## src/shared/cfs_pkg.sv

```systemverilog
// Constants, types and register map of the cooling fan supervisor.
// Assumes one 50 MHz clock and a power-on reset that is also the supply cycle.
// What this block does
// - Power-up needs one working fan, else no load and 2 Hz red/yellow flashing.
// - Cooling needed with no working fan: reset state after a minute, show eight.
// - Reset state stays latched until supply power is removed.
// - Pair with one fan failed is functional; both failed means defective.
// - After one fan fails, surviving fan runs at full load, event raised in run.
// - A fan is judged only while on; too slow or stopped means faulty.
// - Power-on fan test: pair switched on briefly, rotation checked.
// - Periodic brief test run in operation even without cooling demand.
// - Fans switch on from supply air temperature and processor load.
// - Failure while stopped: flag and diagnostic entry, but no event.
// - One of pair fails in run: code 205, detail 4000h, spare-lost flag.
// - Single or both fans fail in run: code 205, detail 80h, fan flag.
// - Both of pair failed: fan flag only, reset state after a minute.
// - Broken spare at power-up may show the unit as a single fan.
// - Fitted cooler kind reported as single, pair or none, kept current.
package cfs_pkg;

  // ----------------------------------------
  // Timing
  // ----------------------------------------
  localparam int unsigned CLK_PERIOD_NS = 20;
  localparam int unsigned TICK_NS       = 1_000_000;
  localparam int unsigned TICK_CYC      = (TICK_NS + CLK_PERIOD_NS - 1) / CLK_PERIOD_NS;
  localparam int unsigned MINUTE_S      = 60;
  localparam int unsigned MINUTE_MS     = MINUTE_S * 1000;
  localparam int unsigned BLINK_HZ      = 2;
  localparam int unsigned BLINK_HALF_MS = 1000 / (2 * BLINK_HZ);
  localparam int unsigned TEST_MS       = 2000;
  localparam int unsigned INTERVAL_MS   = 600_000;
  localparam int unsigned WIN_MS        = 200;
  localparam int unsigned MIN_PULSES    = 10;

  // ----------------------------------------
  // Event codes
  // ----------------------------------------
  localparam logic [15:0] CODE_INTERNAL = 16'h00CD;
  localparam logic [31:0] DET_SPARE     = 32'h0000_4000;
  localparam logic [31:0] DET_FAN       = 32'h0000_0080;

  // ----------------------------------------
  // Register map
  // ----------------------------------------
  localparam logic [7:0] OFF_CTRL    = 8'h00;
  localparam logic [7:0] OFF_STATUS  = 8'h04;
  localparam logic [7:0] OFF_WARN    = 8'h08;
  localparam logic [7:0] OFF_EVID    = 8'h0C;
  localparam logic [7:0] OFF_EVDET   = 8'h10;
  localparam logic [7:0] OFF_IRQ_ST  = 8'h14;
  localparam logic [7:0] OFF_IRQ_EN  = 8'h18;
  localparam logic [7:0] OFF_IRQ_CLR = 8'h1C;

  localparam int CTRL_FORCE_BIT = 0;
  localparam int CTRL_TEST_BIT  = 1;
  localparam int WARN_FAN_BIT   = 0;
  localparam int WARN_SPARE_BIT = 1;
  localparam int IRQ_EVENT      = 0;
  localparam int IRQ_DIAG       = 1;
  localparam int IRQ_LATCH      = 2;
  localparam int IRQ_BLOCK      = 3;
  localparam int IRQ_W          = 4;
  localparam int STAT_ON_LSB    = 0;
  localparam int STAT_BAD_LSB   = 2;
  localparam int STAT_KIND_LSB  = 4;
  localparam int STAT_FSM_LSB   = 8;
  localparam int STAT_LATCH_BIT = 12;

  localparam logic [IRQ_W-1:0] IRQ_EN_RST = 4'h0;

  // ----------------------------------------
  // Types
  // ----------------------------------------
  typedef enum logic [2:0] {
    ST_SELFTEST = 3'b000,
    ST_OPERATE  = 3'b001,
    ST_CYCTEST  = 3'b010,
    ST_BLOCKED  = 3'b011,
    ST_LATCHRST = 3'b100
  } cfs_state_t;

  typedef enum logic [1:0] {
    KIND_NONE   = 2'b00,
    KIND_SINGLE = 2'b01,
    KIND_PAIR   = 2'b10
  } cfs_kind_t;

endpackage

```

## src/hdl/cfs_tick.sv

```systemverilog
// Millisecond enable divider.
// Assumes the single system clock; tick is high one cycle per period.
`timescale 1ns/1ns
module cfs_tick
  import cfs_pkg::*;
#(
  parameter int unsigned DIV = TICK_CYC
) (
  // Clock and reset
  input  wire logic clock,
  input  wire logic rst,
  // Enable out
  output logic      tick
);

  logic [31:0] cnt;
  logic [31:0] next_cnt;
  logic        next_tick;

  always_comb begin
    next_cnt  = cnt + 32'h0000_0001;
    next_tick = 1'b0;
    if (cnt == DIV - 1) begin
      next_cnt  = 32'h0000_0000;
      next_tick = 1'b1;
    end
  end

  always_ff @(posedge clock or posedge rst) begin
    if (rst) begin
      cnt  <= 32'h0000_0000;
      tick <= 1'b0;
    end else begin
      cnt  <= next_cnt;
      tick <= next_tick;
    end
  end

endmodule

```

## src/hdl/cfs_tach.sv

```systemverilog
// Speed judge for one fan from its tacho pulses.
// Assumes tach is synchronous; the first window after switch-on is spin-up.
`timescale 1ns/1ns
module cfs_tach
  import cfs_pkg::*;
#(
  parameter int unsigned WIN_TICKS = WIN_MS,
  parameter int unsigned MIN_CNT   = MIN_PULSES
) (
  // Clock and reset
  input  wire logic clock,
  input  wire logic rst,
  // Fan side
  input  wire logic fan_on,
  input  wire logic ms_tick,
  input  wire logic tach,
  // Verdict pulses
  output logic      judge_ok,
  output logic      judge_bad
);

  logic        tach_q, armed, next_armed, next_ok, next_bad;
  logic [7:0]  cnt, next_cnt;
  logic [15:0] win, next_win;

  always_comb begin
    next_cnt   = cnt;
    next_win   = win;
    next_armed = armed;
    next_ok    = 1'b0;
    next_bad   = 1'b0;
    if (!fan_on) begin
      next_cnt   = 8'h00;
      next_win   = 16'h0000;
      next_armed = 1'b0;
    end else begin
      if (tach && !tach_q && cnt != 8'hFF) next_cnt = cnt + 8'h01;
      if (ms_tick) begin
        if (win == 16'(WIN_TICKS - 1)) begin
          next_win   = 16'h0000;
          next_cnt   = 8'h00;
          next_armed = 1'b1;
          next_ok    = armed && cnt >= 8'(MIN_CNT);
          next_bad   = armed && cnt < 8'(MIN_CNT);
        end else begin
          next_win = win + 16'h0001;
        end
      end
    end
  end

  always_ff @(posedge clock or posedge rst) begin
    if (rst) begin
      tach_q    <= 1'b0;
      cnt       <= 8'h00;
      win       <= 16'h0000;
      armed     <= 1'b0;
      judge_ok  <= 1'b0;
      judge_bad <= 1'b0;
    end else begin
      tach_q    <= tach;
      cnt       <= next_cnt;
      win       <= next_win;
      armed     <= next_armed;
      judge_ok  <= next_ok;
      judge_bad <= next_bad;
    end
  end
endmodule

```

## src/hdl/cfs_top.sv

```systemverilog
// Cooling fan supervisor: fan control, fan tests, fault events, AHB-Lite registers.
// Assumes all inputs are synchronous to clock and rst is the power-on reset.
`timescale 1ns/1ns
module cfs_top
  import cfs_pkg::*;
#(
  parameter int unsigned TICK_CYCLES    = TICK_CYC,
  parameter int unsigned MINUTE_TICKS   = MINUTE_MS,
  parameter int unsigned TEST_TICKS     = TEST_MS,
  parameter int unsigned INTERVAL_TICKS = INTERVAL_MS,
  parameter int unsigned BLINK_TICKS    = BLINK_HALF_MS,
  parameter int unsigned WIN_TICKS      = WIN_MS
) (
  // Clock and reset
  input  wire logic        clock,
  input  wire logic        rst,
  // AHB-Lite slave
  input  wire logic        hsel,
  input  wire logic [31:0] haddr,
  input  wire logic [1:0]  htrans,
  input  wire logic        hwrite,
  input  wire logic [2:0]  hsize,
  input  wire logic [31:0] hwdata,
  input  wire logic        hready,
  output logic             hreadyout,
  output logic             hresp,
  output logic [31:0]      hrdata,
  // Fan unit
  input  wire logic [1:0]  fan_sense,
  input  wire logic [1:0]  fan_tach,
  output logic [1:0]       fan_on,
  output logic [1:0]       fan_full,
  // Cooling demand and run state
  input  wire logic        air_hot,
  input  wire logic        cpu_load_high,
  input  wire logic        run_mode,
  // Indicators and system
  output logic             load_enable,
  output logic             rdy_green,
  output logic             rdy_red,
  output logic             rdy_yellow,
  output logic             seg_eight,
  output logic             reset_state,
  output logic             peripheral_fault_event,
  output logic [15:0]      event_id_word,
  output logic [31:0]      event_detail_word,
  output logic             diag_entry,
  output logic             irq
);

  // ----------------------------------------
  // Declarations
  // ----------------------------------------
  cfs_state_t        state, next_state;
  cfs_kind_t         kind, next_kind;
  logic [31:0]       tmr, next_tmr, itv, next_itv, mins, next_mins, blk, next_blk;
  logic              blink, next_blink, next_latched, next_ev, next_diag;
  logic [1:0]        seen, next_seen, fan_bad, next_bad, prev_bad, next_prev;
  logic [1:0]        next_fan_on, judge_ok, judge_bad, good, fail_new;
  logic              fan_flag, next_fan_flag, spare_flag, next_spare_flag;
  logic              force_on, next_force;
  logic [15:0]       next_id;
  logic [31:0]       next_detail;
  logic [IRQ_W-1:0]  irq_st, next_irq_st, irq_en, next_irq_en, irq_set;
  logic              ms_tick, testing, demand, spare_case, cool_need;
  logic              wr_pend, next_wr_pend;
  logic [7:0]        addr_q, next_addr;
  logic [31:0]       next_hrdata, rd_word;
  logic              wr_ctrl, wr_warn, wr_irq_en, wr_irq_clr, ctrl_test;

  function automatic logic [1:0] fans_good(input logic [1:0] sense, input logic [1:0] bad);
    fans_good = sense & ~bad;
  endfunction

  // ----------------------------------------
  // Enables and speed judges
  // ----------------------------------------
  cfs_tick #(.DIV(TICK_CYCLES)) u_tick (
    .clock (clock),
    .rst   (rst),
    .tick  (ms_tick)
  );

  for (genvar i = 0; i < 2; i++) begin : g_tach
    cfs_tach #(.WIN_TICKS(WIN_TICKS), .MIN_CNT(MIN_PULSES)) u_tach (
      .clock     (clock),
      .rst       (rst),
      .fan_on    (fan_on[i]),
      .ms_tick   (ms_tick),
      .tach      (fan_tach[i]),
      .judge_ok  (judge_ok[i]),
      .judge_bad (judge_bad[i])
    );
  end

  // ----------------------------------------
  // AHB-Lite slave
  // ----------------------------------------
  // Zero wait states; read data is caught in the address phase.
  assign hreadyout  = 1'b1;
  assign hresp      = 1'b0;
  assign wr_ctrl    = wr_pend && addr_q == OFF_CTRL;
  assign wr_warn    = wr_pend && addr_q == OFF_WARN;
  assign wr_irq_en  = wr_pend && addr_q == OFF_IRQ_EN;
  assign wr_irq_clr = wr_pend && addr_q == OFF_IRQ_CLR;
  assign ctrl_test  = wr_ctrl && hwdata[CTRL_TEST_BIT];

  always_comb begin
    rd_word = 32'h0000_0000;
    if (haddr[7:0] == OFF_CTRL) begin
      rd_word[CTRL_FORCE_BIT] = force_on;
    end else if (haddr[7:0] == OFF_STATUS) begin
      rd_word[STAT_ON_LSB +: 2]   = fan_on;
      rd_word[STAT_BAD_LSB +: 2]  = fan_bad;
      rd_word[STAT_KIND_LSB +: 2] = kind;
      rd_word[STAT_FSM_LSB +: 3]  = state;
      rd_word[STAT_LATCH_BIT]     = reset_state;
    end else if (haddr[7:0] == OFF_WARN) begin
      rd_word[WARN_FAN_BIT]   = fan_flag;
      rd_word[WARN_SPARE_BIT] = spare_flag;
    end else if (haddr[7:0] == OFF_EVID) begin
      rd_word[15:0] = event_id_word;
    end else if (haddr[7:0] == OFF_EVDET) begin
      rd_word = event_detail_word;
    end else if (haddr[7:0] == OFF_IRQ_ST) begin
      rd_word[IRQ_W-1:0] = irq_st;
    end else if (haddr[7:0] == OFF_IRQ_EN) begin
      rd_word[IRQ_W-1:0] = irq_en;
    end
  end

  always_comb begin
    next_wr_pend = 1'b0;
    next_addr    = addr_q;
    next_hrdata  = hrdata;
    if (hsel && htrans[1] && hready) begin
      next_addr    = haddr[7:0];
      next_wr_pend = hwrite;
      next_hrdata  = hwrite ? 32'h0000_0000 : rd_word;
    end
  end

  always_ff @(posedge clock or posedge rst) begin
    if (rst) begin
      wr_pend <= 1'b0;
      addr_q  <= 8'h00;
      hrdata  <= 32'h0000_0000;
    end else begin
      wr_pend <= next_wr_pend;
      addr_q  <= next_addr;
      hrdata  <= next_hrdata;
    end
  end

  // ----------------------------------------
  // Supervisor core
  // ----------------------------------------
  assign testing    = state == ST_SELFTEST || state == ST_CYCTEST;
  assign demand     = air_hot || cpu_load_high;
  assign good       = fans_good(fan_sense, fan_bad);
  assign fail_new   = fan_bad & ~prev_bad & fan_sense;
  assign spare_case = kind == KIND_PAIR && good != 2'b00;
  // Dead pair needs the fail timer even when cool, since nothing can cool
  assign cool_need  = demand || (kind == KIND_PAIR && fan_bad == 2'b11);
  assign irq_set    = {state != ST_BLOCKED && next_state == ST_BLOCKED,
                       next_latched && !reset_state, next_diag, next_ev};

  always_comb begin
    next_state      = state;
    next_kind       = KIND_NONE;
    next_tmr        = tmr;
    next_itv        = itv;
    next_mins       = 32'h0000_0000;
    next_blk        = blk;
    next_blink      = blink;
    next_seen       = seen;
    next_bad        = fan_bad;
    next_prev       = fan_bad;
    next_latched    = reset_state;
    next_ev         = 1'b0;
    next_diag       = 1'b0;
    next_id         = event_id_word;
    next_detail     = event_detail_word;
    next_force      = wr_ctrl ? hwdata[CTRL_FORCE_BIT] : force_on;
    next_irq_en     = wr_irq_en ? hwdata[IRQ_W-1:0] : irq_en;
    // Clear by writing zero; a set in the same cycle wins below
    next_fan_flag   = fan_flag && !(wr_warn && !hwdata[WARN_FAN_BIT]);
    next_spare_flag = spare_flag && !(wr_warn && !hwdata[WARN_SPARE_BIT]);
    if (fan_sense == 2'b11) next_kind = KIND_PAIR;
    else if (fan_sense != 2'b00) next_kind = KIND_SINGLE;
    case (state)
      ST_SELFTEST: begin
        next_seen = seen | judge_ok;
        if (ms_tick) next_tmr = tmr + 32'h0000_0001;
        if (ms_tick && tmr == TEST_TICKS - 1) begin
          next_tmr  = 32'h0000_0000;
          next_bad  = fan_sense & ~next_seen;
          next_prev = next_bad;
          if (next_bad != 2'b00 || fan_sense != 2'b11) next_diag = 1'b1;
          if (fan_sense == 2'b11 && next_bad != 2'b11) begin
            next_spare_flag = next_bad != 2'b00;
          end else begin
            next_fan_flag = 1'b1;
          end
          if ((fan_sense & next_seen) != 2'b00) next_state = ST_OPERATE;
          else next_state = ST_BLOCKED;
        end
      end
      ST_OPERATE: begin
        if (ms_tick) next_itv = itv + 32'h0000_0001;
        if ((ms_tick && itv == INTERVAL_TICKS - 1) || ctrl_test) begin
          next_itv   = 32'h0000_0000;
          next_state = ST_CYCTEST;
        end
      end
      ST_CYCTEST: begin
        if (ms_tick) next_tmr = tmr + 32'h0000_0001;
        if (ms_tick && tmr == TEST_TICKS - 1) begin
          next_tmr   = 32'h0000_0000;
          next_state = ST_OPERATE;
        end
      end
      ST_BLOCKED: begin
        if (ms_tick) next_blk = blk + 32'h0000_0001;
        if (ms_tick && blk == BLINK_TICKS - 1) begin
          next_blk   = 32'h0000_0000;
          next_blink = !blink;
        end
      end
      default: ;
    endcase
    if (state == ST_OPERATE || state == ST_CYCTEST) begin
      next_bad = (fan_bad | judge_bad) & ~judge_ok;
    end
    if (fail_new != 2'b00) begin
      next_diag = 1'b1;
      if (spare_case) next_spare_flag = 1'b1;
      else next_fan_flag = 1'b1;
      if (run_mode) begin
        next_ev     = 1'b1;
        next_id     = CODE_INTERNAL;
        next_detail = spare_case ? DET_SPARE : DET_FAN;
      end
    end
    if (cool_need && good == 2'b00 && !reset_state) begin
      next_mins = mins;
      if (ms_tick) next_mins = mins + 32'h0000_0001;
      if (ms_tick && mins == MINUTE_TICKS - 1) next_latched = 1'b1;
    end
    if (next_latched) next_state = ST_LATCHRST;
    next_irq_st = (irq_st & ~(wr_irq_clr ? hwdata[IRQ_W-1:0] : 4'h0)) | irq_set;
    // Faulty fans stay on so the survivor carries load and recovery shows
    next_fan_on = {2{testing || demand || force_on || next_bad != 2'b00}};
    if (next_state == ST_SELFTEST || next_state == ST_CYCTEST) next_fan_on = 2'b11;
  end

  always_ff @(posedge clock or posedge rst) begin
    if (rst) begin
      state                  <= ST_SELFTEST;
      kind                   <= KIND_NONE;
      tmr                    <= 32'h0000_0000;
      itv                    <= 32'h0000_0000;
      mins                   <= 32'h0000_0000;
      blk                    <= 32'h0000_0000;
      blink                  <= 1'b0;
      seen                   <= 2'b00;
      fan_bad                <= 2'b00;
      prev_bad               <= 2'b00;
      fan_on                 <= 2'b00;
      reset_state            <= 1'b0;
      fan_flag               <= 1'b0;
      spare_flag             <= 1'b0;
      force_on               <= 1'b0;
      peripheral_fault_event <= 1'b0;
      diag_entry             <= 1'b0;
      event_id_word          <= 16'h0000;
      event_detail_word      <= 32'h0000_0000;
      irq_st                 <= 4'h0;
      irq_en                 <= IRQ_EN_RST;
    end else begin
      state                  <= next_state;
      kind                   <= next_kind;
      tmr                    <= next_tmr;
      itv                    <= next_itv;
      mins                   <= next_mins;
      blk                    <= next_blk;
      blink                  <= next_blink;
      seen                   <= next_seen;
      fan_bad                <= next_bad;
      prev_bad               <= next_prev;
      fan_on                 <= next_fan_on;
      reset_state            <= next_latched;
      fan_flag               <= next_fan_flag;
      spare_flag             <= next_spare_flag;
      force_on               <= next_force;
      peripheral_fault_event <= next_ev;
      diag_entry             <= next_diag;
      event_id_word          <= next_id;
      event_detail_word      <= next_detail;
      irq_st                 <= next_irq_st;
      irq_en                 <= next_irq_en;
    end
  end

  // ----------------------------------------
  // Outputs
  // ----------------------------------------
  assign fan_full    = fan_on & good & {fan_bad[0], fan_bad[1]};
  assign load_enable = state == ST_OPERATE || state == ST_CYCTEST;
  assign rdy_green   = load_enable;
  assign rdy_red     = (state == ST_BLOCKED && blink) || reset_state;
  assign rdy_yellow  = state == ST_BLOCKED && !blink;
  assign seg_eight   = reset_state;
  assign irq         = (irq_st & irq_en) != 4'h0;
endmodule

```

## config.mk

```make
export PLATFORM = sky130hd
export DESIGN_NAME = cfs_top
export DESIGN_NICKNAME = d
export VERILOG_FILES = /design/src/shared/cfs_pkg.sv /design/src/hdl/cfs_tick.sv /design/src/hdl/cfs_tach.sv /design/src/hdl/cfs_top.sv
export SDC_FILE = /design/constraint.sdc
export NUM_CORES = 1
export LEC_CHECK = 0
export ABC_AREA = 1
export BUFFER_PORTS_ARGS = -buffer_cell sky130_fd_sc_hd__buf_4
export CAP_MARGIN = 40
export CORE_ASPECT_RATIO = 2
export CORE_MARGIN = 3
export CORE_UTILIZATION = 54
export DETAILED_ROUTE_END_ITERATION = 10
export PLACE_DENSITY = 0.8
export SLEW_MARGIN = 20
export SYNTH_ARGS = -nofsm -noshare
export SYNTH_HDL_FRONTEND = slang
export SYNTH_SLANG_ARGS = --single-unit
export TNS_END_PERCENT = 50
```

## constraint.sdc

```tcl
create_clock -name clock -period 8.8 [get_ports clock]
set_input_delay 0.88 -clock clock [delete_from_list [all_inputs] [get_ports clock]]
set_output_delay 0.88 -clock clock [all_outputs]
set_load 0.05 [all_outputs]
```

==> reports/qor.csv, run 1 <==
stage,metric,value,unit
floorplanning,dieArea,0.0321,mm^2
power_and_ir_drop,ir_drop,0.000158,V
clock_tree,cts_made_buffers,26,
setup_path,cpLargestDelayFamily,flip-flops,
setup_path,worstSetupEndpointType,output pin,
floorplanning,fp.dieH,250,um
drt,wire_per_inst,16.2,um
finish,fillers,2567,
placed_design,gp_congestion,0.974,
floorplanning,io_pins,176,
finish,multiInputGateArea,0.00777,mm^2
clock_tree,cts_hold_buf,0,
drt,top_layer_used,met4,
drt,firstDrtPassIters,5,
finish,layout_commonest_cell,nand2_1,
synthesis,yosysUniqueCellTypes,60,
synthesis,async_reset_ff_share,100,%
clock_tree,cts_tree,done,
finish,fin_nets,2291,
drt,ant_nets,0,
timing,worst_clock_skew,0.0155,ns
power_and_ir_drop,p_leak,0.00830,uW
setup_path,critPathKind,reg -> out,
global_routing,grt_first_pass_wirelength,69000,um
synthesis,synth_seq_cells,269,
floorplanning,initial_utilization,55.3,%
global_routing,overflow,0,
floorplanning,core-area,0.0292,mm^2
finish,syn_to_final_growth,9.19,%
synthesis,seq_area_frac_synth,41.7,%
setup_path,path_cells,inv_1 -> nor3_1 -> buf_4,
synthesis,synthCells,2146,
drt,viasPerCell,5.60,
finish,drive_above_1_share,9.48,%
clock_tree,clk_latency,0.55,ns
finish,regArea,0.00673,mm^2
synthesis,synth.avg_cell_area,7.51,um^2
synthesis,yosys_warnings,0,
finish,final_cell_mix,"nand2_1 (423), inv_1 (284), nor2_1 (273)",
global_routing,grt_pass1_vias,14600,
status,status,finished clean,
drt,drt_wl_total,41800,um
synthesis,ys.flop_type,dfrtp_1,
clock_tree,clk_pin_slew_worst_paths,0.07,ns
setup_path,cpMaxStageDelayCell,dfrtp_1,
floorplanning,rows,88,
min_path,min_path_type,in -> async,
placed_design,place_hpwl,32100,um
timing,worstMarginPinSlew,0.836,ns
clock_tree,ctsResizeCount,0,
setup_path,max_stage_delay,0.89,ns
timing,setup_viol,0,
placed_design,io_buffers,57,
timing,maxSlewViolCount,0,
drt,via_count,14400,
drt,route.met3.wl,1600,um
drt,met1_length,14500,um
clock_tree,root_buffer,clkbuf_16,
timing,rsz0062_at_grt,no,
timing,slew_headroom,44.3,%
clock_tree,h-tree-depth,1,
global_routing,grt.total_usage,26.1,%
drt,wl_met2,23100,um
synthesis,synth-edff-count,0,
setup_path,crit_fanout,13,
global_routing,grt_start_max_net_pins,97,
floorplanning,die_width,128,um
timing,finalCritPeriodShare,37.0,%
timing,tns,0,ns
clock_tree,clkSinkCount,269,
global_routing,antenna_found_initial,2,
drt,route.detailed.drc,0,
flow_run,cap_violations,0,
clock_tree,cts_buffer_depth,3,
clock_tree,cts_setup_buffers,0,
timing,period_needed,3.25,ns
setup_path,crit_required,7.92,ns
setup_path,cp.arrival,2.37,ns
timing,whs,0.285,ns
timing,hold_violations,0,
power_and_ir_drop,power_density,157,mW/mm^2
setup_path,cp-start-kind,flop,
timing,timing.fmax,308,MHz
synthesis,synth_area,0.0161,mm^2
setup_path,crit_buf_inv,2,
drt,drt_iter0_drc,852,
report_power, final:
part / internal (uW) / switching (uW)
Combinational: 60.1 / 162
Clock: 726 / 493
Sequential: 1280 / 46.6
cell families after synthesis:
family | Yosys count | synth area share, %
simple gates | 1144 | 33.0
buf+inv | 411 | 11.5
flops | 269 | 41.7
compound gates | 214 | 7.64
xor+xnor | 91 | 4.94
fa+ha+maj | 13 | 1.01
other cells | 2 | 0.0466
mux | 2 | 0.140
metal layers:
| layer | vias up | track usage (%) |
|---|---|---|
| met3 | 180 | 3.01 |
| met4 | 0 | 15.6 |
| met5 | - | 0 |
| met2 | 411 | 49.9 |
| li1 | 6953 | - |
| met1 | 6876 | 26.0 |
layout make-up:
class,count,area share (%)
clock inverter,10,0.881
clock buffer,36,4.37
tap,360,2.56
antenna,1,0.0142
timing repair buffer,66,3.18
inverter,308,6.62
multi-input combinational,1526,44.1
sequential,269,38.2
Yosys cell counts, types with 9 or more instances:
library cell  instances  area (um^2)
nor2_1              274         1030
inv_2                22         82.6
a21oi_1              53          265
a31oi_1               9         56.3
nor2_2               20          125
nor3_1              105          526
buf_4                74          556
o21ai_0              62          310
ha_1                 13          163
buf_2                20          100
nand4_1              78          488
o21ai_1              42          210
nor4_1               25          156
dfrtp_1             269         6730
nand2_2              13         81.3
nor3_2               13          130
inv_1               285         1070
xor2_1               75          657
nand2_1             423         1590
xnor2_1              16          140
nor3b_1              11         82.6
nand3_1             151          756
final timing paths:
check	slack [ns]	from	to	depth (start not counted)
hold reg to reg	0.47	seen[1]	seen[1]	2
hold / removal	0.28	rst	blk[20]	2
min in group clock	0.46	fan_tach[1]	g_tach[1].u_tach.tach_q	1
setup reg to reg	6.37	u_tick.tick	tmr[26]	12
setup / recovery	5.55	fan_on[0]	fan_full[0]	3
max in group asynchronous	7.06	rst	itv[17]	5
stage by stage:
| step | instances | total power [uW] | worst slack, ns | util [%] | area [um^2] |
|---|---|---|---|---|---|
| 6_report | 2576 | 2760 | 5.55 | 60.3 | 17600 |
| 5_1_grt | 2575 | 2860 | 5.50 | 60.3 | 17600 |
| 4_1_cts | 2575 | 2780 | 5.55 | 60.3 | 17600 |
| 3_5_place_dp | 2529 | 1570 | 6.07 | 57.2 | 16700 |
| 3_3_place_gp | 2524 | 1550 | 5.41 | 56.8 | 16600 |
| 2_1_floorplan | 2206 | 1530 | 0.510 | - | 16400 |
registers in the layout, indices dropped and copies added, names as in the netlist, 3 cells and up:
name	flops
mins	32
itv	32
u_tick.cnt	32
tmr	32
addr_q	8
state	3
g_tach.u_tach.win	32
irq_st	4
g_tach.u_tach.cnt	16
hrdata	13
irq_en	4
blk	32
Power figures use the tool's default switching activity.
==> inputs of run 2 (changes only) <==
- CORE_UTILIZATION: 54 -> 60
- PLACE_DENSITY: 0.8 -> 0.84
- clock period: 8.8 -> 3.4 ns (I/O delays scaled with it)
==> run 2 against run 1 <==
- sequential power rose to 2.6 times the previous value
- power rose to 2.5 times the previous value
- non-clock buffer count is 6 higher
- die area fell by 9.7%
- hold slack worse by 0.24 ns
- via count increased by 0.49%
- critical path type unchanged
- first-iteration DRC count fell by 0.94%
- critical endpoint is now fan_full[1]
- largest cell class unchanged
- global-route usage grew 3.1 points
- design area is 0.15% lower
==> reports/qor.csv, run 2 (synthesis results as in run 1) <==
stage,metric,value,unit
global_routing,grt_start_max_net_pins,66,
global_routing,grt_first_pass_wirelength,68800,um
drt,route.detailed.drc,0,
power_and_ir_drop,seq_power_share,49.1,%
floorplanning,io_pins,176,
placed_design,place_hpwl,32100,um
timing,whs,0.0439,ns
finish,syn_to_final_growth,9.03,%
timing,worst_clock_skew,0.0165,ns
finish,final_cell_mix,"nand2_1 (423), inv_1 (284), nor2_1 (274)",
clock_tree,cts_setup_buffers,0,
placed_design,gp_congestion,1.01,
timing,setup_viol,0,
power_and_ir_drop,ir_drop,0.000437,V
status,status,finished clean,
power_and_ir_drop,p_leak,0.00828,uW
drt,drt_wl_total,42300,um
clock_tree,clk_latency,0.55,ns
clock_tree,clk_pin_slew_worst_paths,0.07,ns
clock_tree,cts_made_buffers,26,
power_and_ir_drop,power_frac_clock,42.7,%
power_and_ir_drop,pwr-share-comb,8.2,%
setup_path,cp-startpoint,fan_on[0],
clock_tree,cts_tree,done,
power_and_ir_drop,p_int,5120,uW
floorplanning,dieArea,0.0290,mm^2
clock_tree,clkSinkCount,269,
drt,via_count,14500,
setup_path,regToRegStartpoint,u_tick.tick,
global_routing,grt.total_usage,29.2,%
timing,slew_headroom,43.9,%
clock_tree,cts_hold_buf,3,
clock_tree,ctsResizeCount,0,
setup_path,crit_fanout,13,
flow_run,cap_violations,0,
setup_path,cp.arrival,2.38,ns
floorplanning,core-area,0.0264,mm^2
timing,worstMarginPinSlew,0.842,ns
drt,ant_nets,0,
global_routing,antenna_found_initial,1,
timing,finalCritPeriodShare,80.0,%
setup_path,cp-start-kind,flop,
finish,drive_above_1_share,9.68,%
timing,timing.fmax,368,MHz
timing,maxSlewViolCount,0,
drt,wire_per_inst,16.5,um
power_and_ir_drop,power_switching,1850,uW
timing,hold_violations,0,
drt,drt_iter0_drc,844,
setup_path,crit_required,3.06,ns
power_and_ir_drop,total_power,6970,uW
min_path,hp-start,haddr[7],
floorplanning,die_width,122,um
floorplanning,rows,84,
power_and_ir_drop,power_density,396,mW/mm^2
min_path,min_path_type,in -> reg,
power_and_ir_drop,p_sw_share,26.6,%
clock_tree,cts_buffer_depth,3,
floorplanning,initial_utilization,61.1,%
clock_tree,root_buffer,clkbuf_16,
drt,firstDrtPassIters,5,
finish,fin_nets,2297,
global_routing,overflow,0,
clock_tree,h-tree-depth,1,
timing,period_needed,2.72,ns
timing,rsz0062_at_grt,no,
finish,final_util,66.6,%
drt,viasPerCell,5.64,
setup_path,critPathKind,reg -> out,
global_routing,grt_pass1_vias,14600,
finish,layout_commonest_cell,nand2_1,
placed_design,io_buffers,57,
setup_path,worstSetupEndpointType,output pin,
floorplanning,fp.dieH,238,um
-- run 2: power groups by stage --
stage	combinational [uW]	sequential (uW)	clock, uW
after floorplan	496	3450	0
after detailed placement	568	3480	0
final	568	3420	2980
after global placement	545	3470	0
after CTS	572	3420	3030
after global routing	633	3440	3140
-- run 2: metal layers --
| layer | GRT usage (%) | up-vias | part of all wire, % |
|---|---|---|---|
| li1 | - | 6981 | - |
| met1 | 29.6 | 6882 | 35 |
| met2 | 55.6 | 448 | 55 |
| met3 | 3.37 | 179 | 4.0 |
| met4 | 17.6 | 0 | 6.7 |
| met5 | 0 | - | 0 |
-- run 2: final cells by class --
type / count / area (um^2)
fill: 2246 / 8800
inverter: 308 / 1160
tap: 344 / 430
multi-input combinational: 1526 / 7770
clock buffer: 30 / 707
antenna: 1 / 2.50
clock inverter: 17 / 166
sequential: 269 / 6730
timing repair buffer: 72 / 611
-- run 2: critical path, stage by stage (launching register included) --
cell     delay, ns
dfrtp_1       0.89
inv_1         0.37
nor3_1        0.32
buf_4         0.25
-- run 2: final timing paths --
check	to	depth (start not counted)	slack, ns
min in group asynchronous	g_tach[1].u_tach.win[4]	3	0.28
hold / removal	addr_q[7]	2	0.04
setup reg to reg	blk[24]	7	1.13
setup / recovery	fan_full[1]	3	0.68
max in group asynchronous	irq_st[2]	5	2.23
hold reg to reg	seen[1]	2	0.46
-- run 2: through the flow --
step	cells	TNS (ns)	instance area (um^2)	setup WS, ns
2_1_floorplan	2206	-132.74	16400	-0.493
3_3_place_gp	2515	0	16700	1.23
3_5_place_dp	2516	0	16700	1.19
4_1_cts	2566	0	17600	0.677
5_1_grt	2566	0	17600	0.621
6_report	2567	0	17600	0.679
==> inputs of run 3 (changes only) <==
- ABC_AREA: 1 -> 0
- CORE_UTILIZATION: 60 -> 58
- PLACE_DENSITY: 0.84 -> 0.83
- clock period: 3.4 -> 2.8 ns (I/O delays scaled with it)
==> run 3 against run 2 <==
- critical path depth rose by 2
- global-route usage fell by 5.5 points
- clock skew up 0.0014 ns
- cell count is 31% lower
- largest cell class is now registers
- combinational power is 0.7% higher
- sequential cell count unchanged
- highest routed layer unchanged
- count of clock-buffer cells in the layout down 1
- clock power rose by 15%
- synthesized area is 16% lower
- utilization decreased by 0.62 points
- critical path type is now reg -> reg
==> reports/qor.csv, run 3 <==
stage,metric,value,unit
finish,final_cell_mix,"dfrtp_1 (269), nor2_1 (173), nand2_1 (132)",
timing,setup_viol,0,
synthesis,synthMostInstantiatedCell,dfrtp_1,
setup_path,max_stage_delay,0.66,ns
setup_path,crit_required,3.22,ns
timing,tns,0,ns
floorplanning,dieArea,0.0253,mm^2
synthesis,synthCells,1380,
finish,layout_commonest_cell,dfrtp_1,
timing,rsz0062_at_grt,no,
floorplanning,core-area,0.0228,mm^2
drt,drt_wl_total,29400,um
timing,worstMarginPinSlew,0.800,ns
flow_run,cap_violations,0,
floorplanning,initial_utilization,59.2,%
floorplanning,rows,78,
setup_path,cpMaxStageDelayCell,or4_1,
floorplanning,die_width,114,um
global_routing,grt_start_max_net_pins,124,
power_and_ir_drop,total_power,8040,uW
setup_path,cp-start-kind,flop,
synthesis,synth_xor_area_share,11.0,%
synthesis,synth.avg_cell_area,9.80,um^2
global_routing,grt.total_usage,23.7,%
clock_tree,cts_buffer_depth,3,
synthesis,synthAdderAreaFrac,1.20,%
floorplanning,fp.dieH,222,um
synthesis,synth_seq_cells,269,
finish,fin_nets,1560,
finish,final_area,0.0151,mm^2
finish,stdcell_count,1762,
placed_design,place_hpwl,20900,um
finish,drive_above_1_share,11.0,%
drt,via_count,10300,
setup_path,path_cells,nor4_1 -> nand4_1 -> or4_1 -> or3_1 -> a32o_1,
synthesis,synth_area_leaders,"dfrtp_1 (50%), xor2_1 (5.6%), xnor2_1 (5.4%), nor2_1 (4.8%), buf_4 (3.9%)",
drt,wire_per_inst,16.7,um
setup_path,worstSetupEndpointType,flop,
clock_tree,clk_pin_slew_worst_paths,0.07,ns
clock_tree,cts_tree,done,
clock_tree,h-tree-depth,1,
timing,worst_clock_skew,0.0179,ns
synthesis,synth_top_family_by_area,simple AND/OR/NAND/NOR gates,
finish,syn_to_final_growth,11.5,%
global_routing,grt_first_pass_wirelength,50300,um
placed_design,placed_cell_area,0.0141,mm^2
timing,slew_headroom,46.0,%
synthesis,synth-compound-area-share,6.27,%
floorplanning,io_pins,176,
clock_tree,cts_made_buffers,24,
drt,route.detailed.drc,0,
clock_tree,root_buffer,clkbuf_16,
power_and_ir_drop,power_density,533,mW/mm^2
placed_design,gp_congestion,0.857,
synthesis,synth.area.mux_share,1.45,%
timing,whs,0.0213,ns
status,status,finished clean,
global_routing,antenna_found_initial,0,
placed_design,dpl.cell_count,1707,
global_routing,grt_pass1_vias,10600,
synthesis,yosys_warnings,0,
setup_path,crit_fanout,5,
setup_path,cp.arrival,3.11,ns
power_and_ir_drop,p_leak,0.00688,uW
clock_tree,clkSinkCount,269,
min_path,min_path_type,in -> reg,
timing,hold_violations,0,
drt,drt_iter0_drc,677,
clock_tree,clk_latency,0.53,ns
synthesis,synth_area,0.0135,mm^2
setup_path,reg2reg_slack,0.10,ns
synthesis,yosysTopAreaCellShare,49.8,%
timing,timing.fmax,371,MHz
timing,maxSlewViolCount,0,
drt,ant_nets,0,
power_and_ir_drop,ir_drop,0.000600,V
drt,firstDrtPassIters,5,
synthesis,yosysUniqueCellTypes,65,
synthesis,synthTopCellsByCount,"dfrtp_1 (269), nor2_1 (173), nand2_1 (132)",
drt,viasPerCell,5.87,
placed_design,io_buffers,57,
finish,diodes,0,
timing,period_needed,2.70,ns
global_routing,overflow,0,
synthesis,synth_top_area_cell,dfrtp_1,
synthesis,async_reset_ff_share,100,%
setup_path,critPathKind,reg -> reg,
timing,finalCritPeriodShare,96.3,%
synthesis,ys.flop_type,dfrtp_1,
synthesis,seq_area_frac_synth,49.8,%
synthesis,synth-edff-count,0,
synthesis,yosys.area_share.simple,24.7,%
[run 3: changes by cell type after synthesis, moves of 22 or more]
cell	before	now
nand3_1	151	83
inv_2	22	0
o21ai_1	42	0
and3_1	2	35
inv_1	285	30
nor3_1	105	41
xnor2_1	16	84
nor2_1	274	173
a21oi_1	53	26
nand2_1	423	132
nand4_1	78	54
[run 3: logic make-up after synthesis]
logic type                 after synthesis
AOI/OAI and AO/OA                      129
adders and majority gates               13
buffers and inverters                  128
DFF                                    269
and+or+nand+nor                        651
other                                    2
xor gates and xnor gates               170
muxes                                   18
[run 3: layout make-up]
cell class,instances,area [um^2]
inverter,30,116
clock buffer,29,661
tap,280,350
multi-input combinational,1043,6280
sequential,269,6730
timing repair buffer,98,788
fill,1745,7760
clock inverter,13,151
[run 3: worst paths after layout]
path	cells past startpoint	from	end
worst max-delay path	5	tmr[14]	spare_flag
worst min-delay path	2	hwdata[2]	irq_en[2]
worst max register to register	5	tmr[14]	spare_flag
worst min register to register	1	u_tick.cnt[0]	u_tick.cnt[0]
max in group asynchronous	4	rst	g_tach[1].u_tach.win[14]
min in group asynchronous	4	rst	addr_q[5]
[run 3: what timing repair did]
item	in CTS	in global routing
hold buffers	12	0
gates resized for setup	0	1
endpoints found under the hold margin	99	0
setup endpoints to repair	0	1
buffers inserted	0	0
[run 3: power breakdown]
part	switching [uW]	total, uW	internal, uW
sequential	87.9	4050	3960
clock	1460	3420	1960
combinational	424	572	148
total	1970	8040	6070
[run 3: layer usage]
metal | share of wire [%] | track usage, % | vias to the layer above
met5 | 0 | 0 | -
met4 | 3.4 | 9.13 | 0
met3 | 4.1 | 2.87 | 76
met2 | 56 | 43.9 | 297
met1 | 36 | 27.1 | 5113
li1 | - | - | 4854
[run 3: worst max-delay path, delay by kind of cell (launching register included)]
kind               cells  cell delay, ns
AOI/OAI and AO/OA      1            0.23
DFF                    1            0.44
and+or+nand+nor        4            1.93
[run 3: stage by stage]
step | worst slack [ns] | utilization, %
after floorplan | -1.03 | -
after global placement | 0.211 | 61.9
after detailed placement | 0.125 | 61.9
after CTS | 0.124 | 66.0
after global routing | 0.0207 | 66.0
final | 0.103 | 66.0
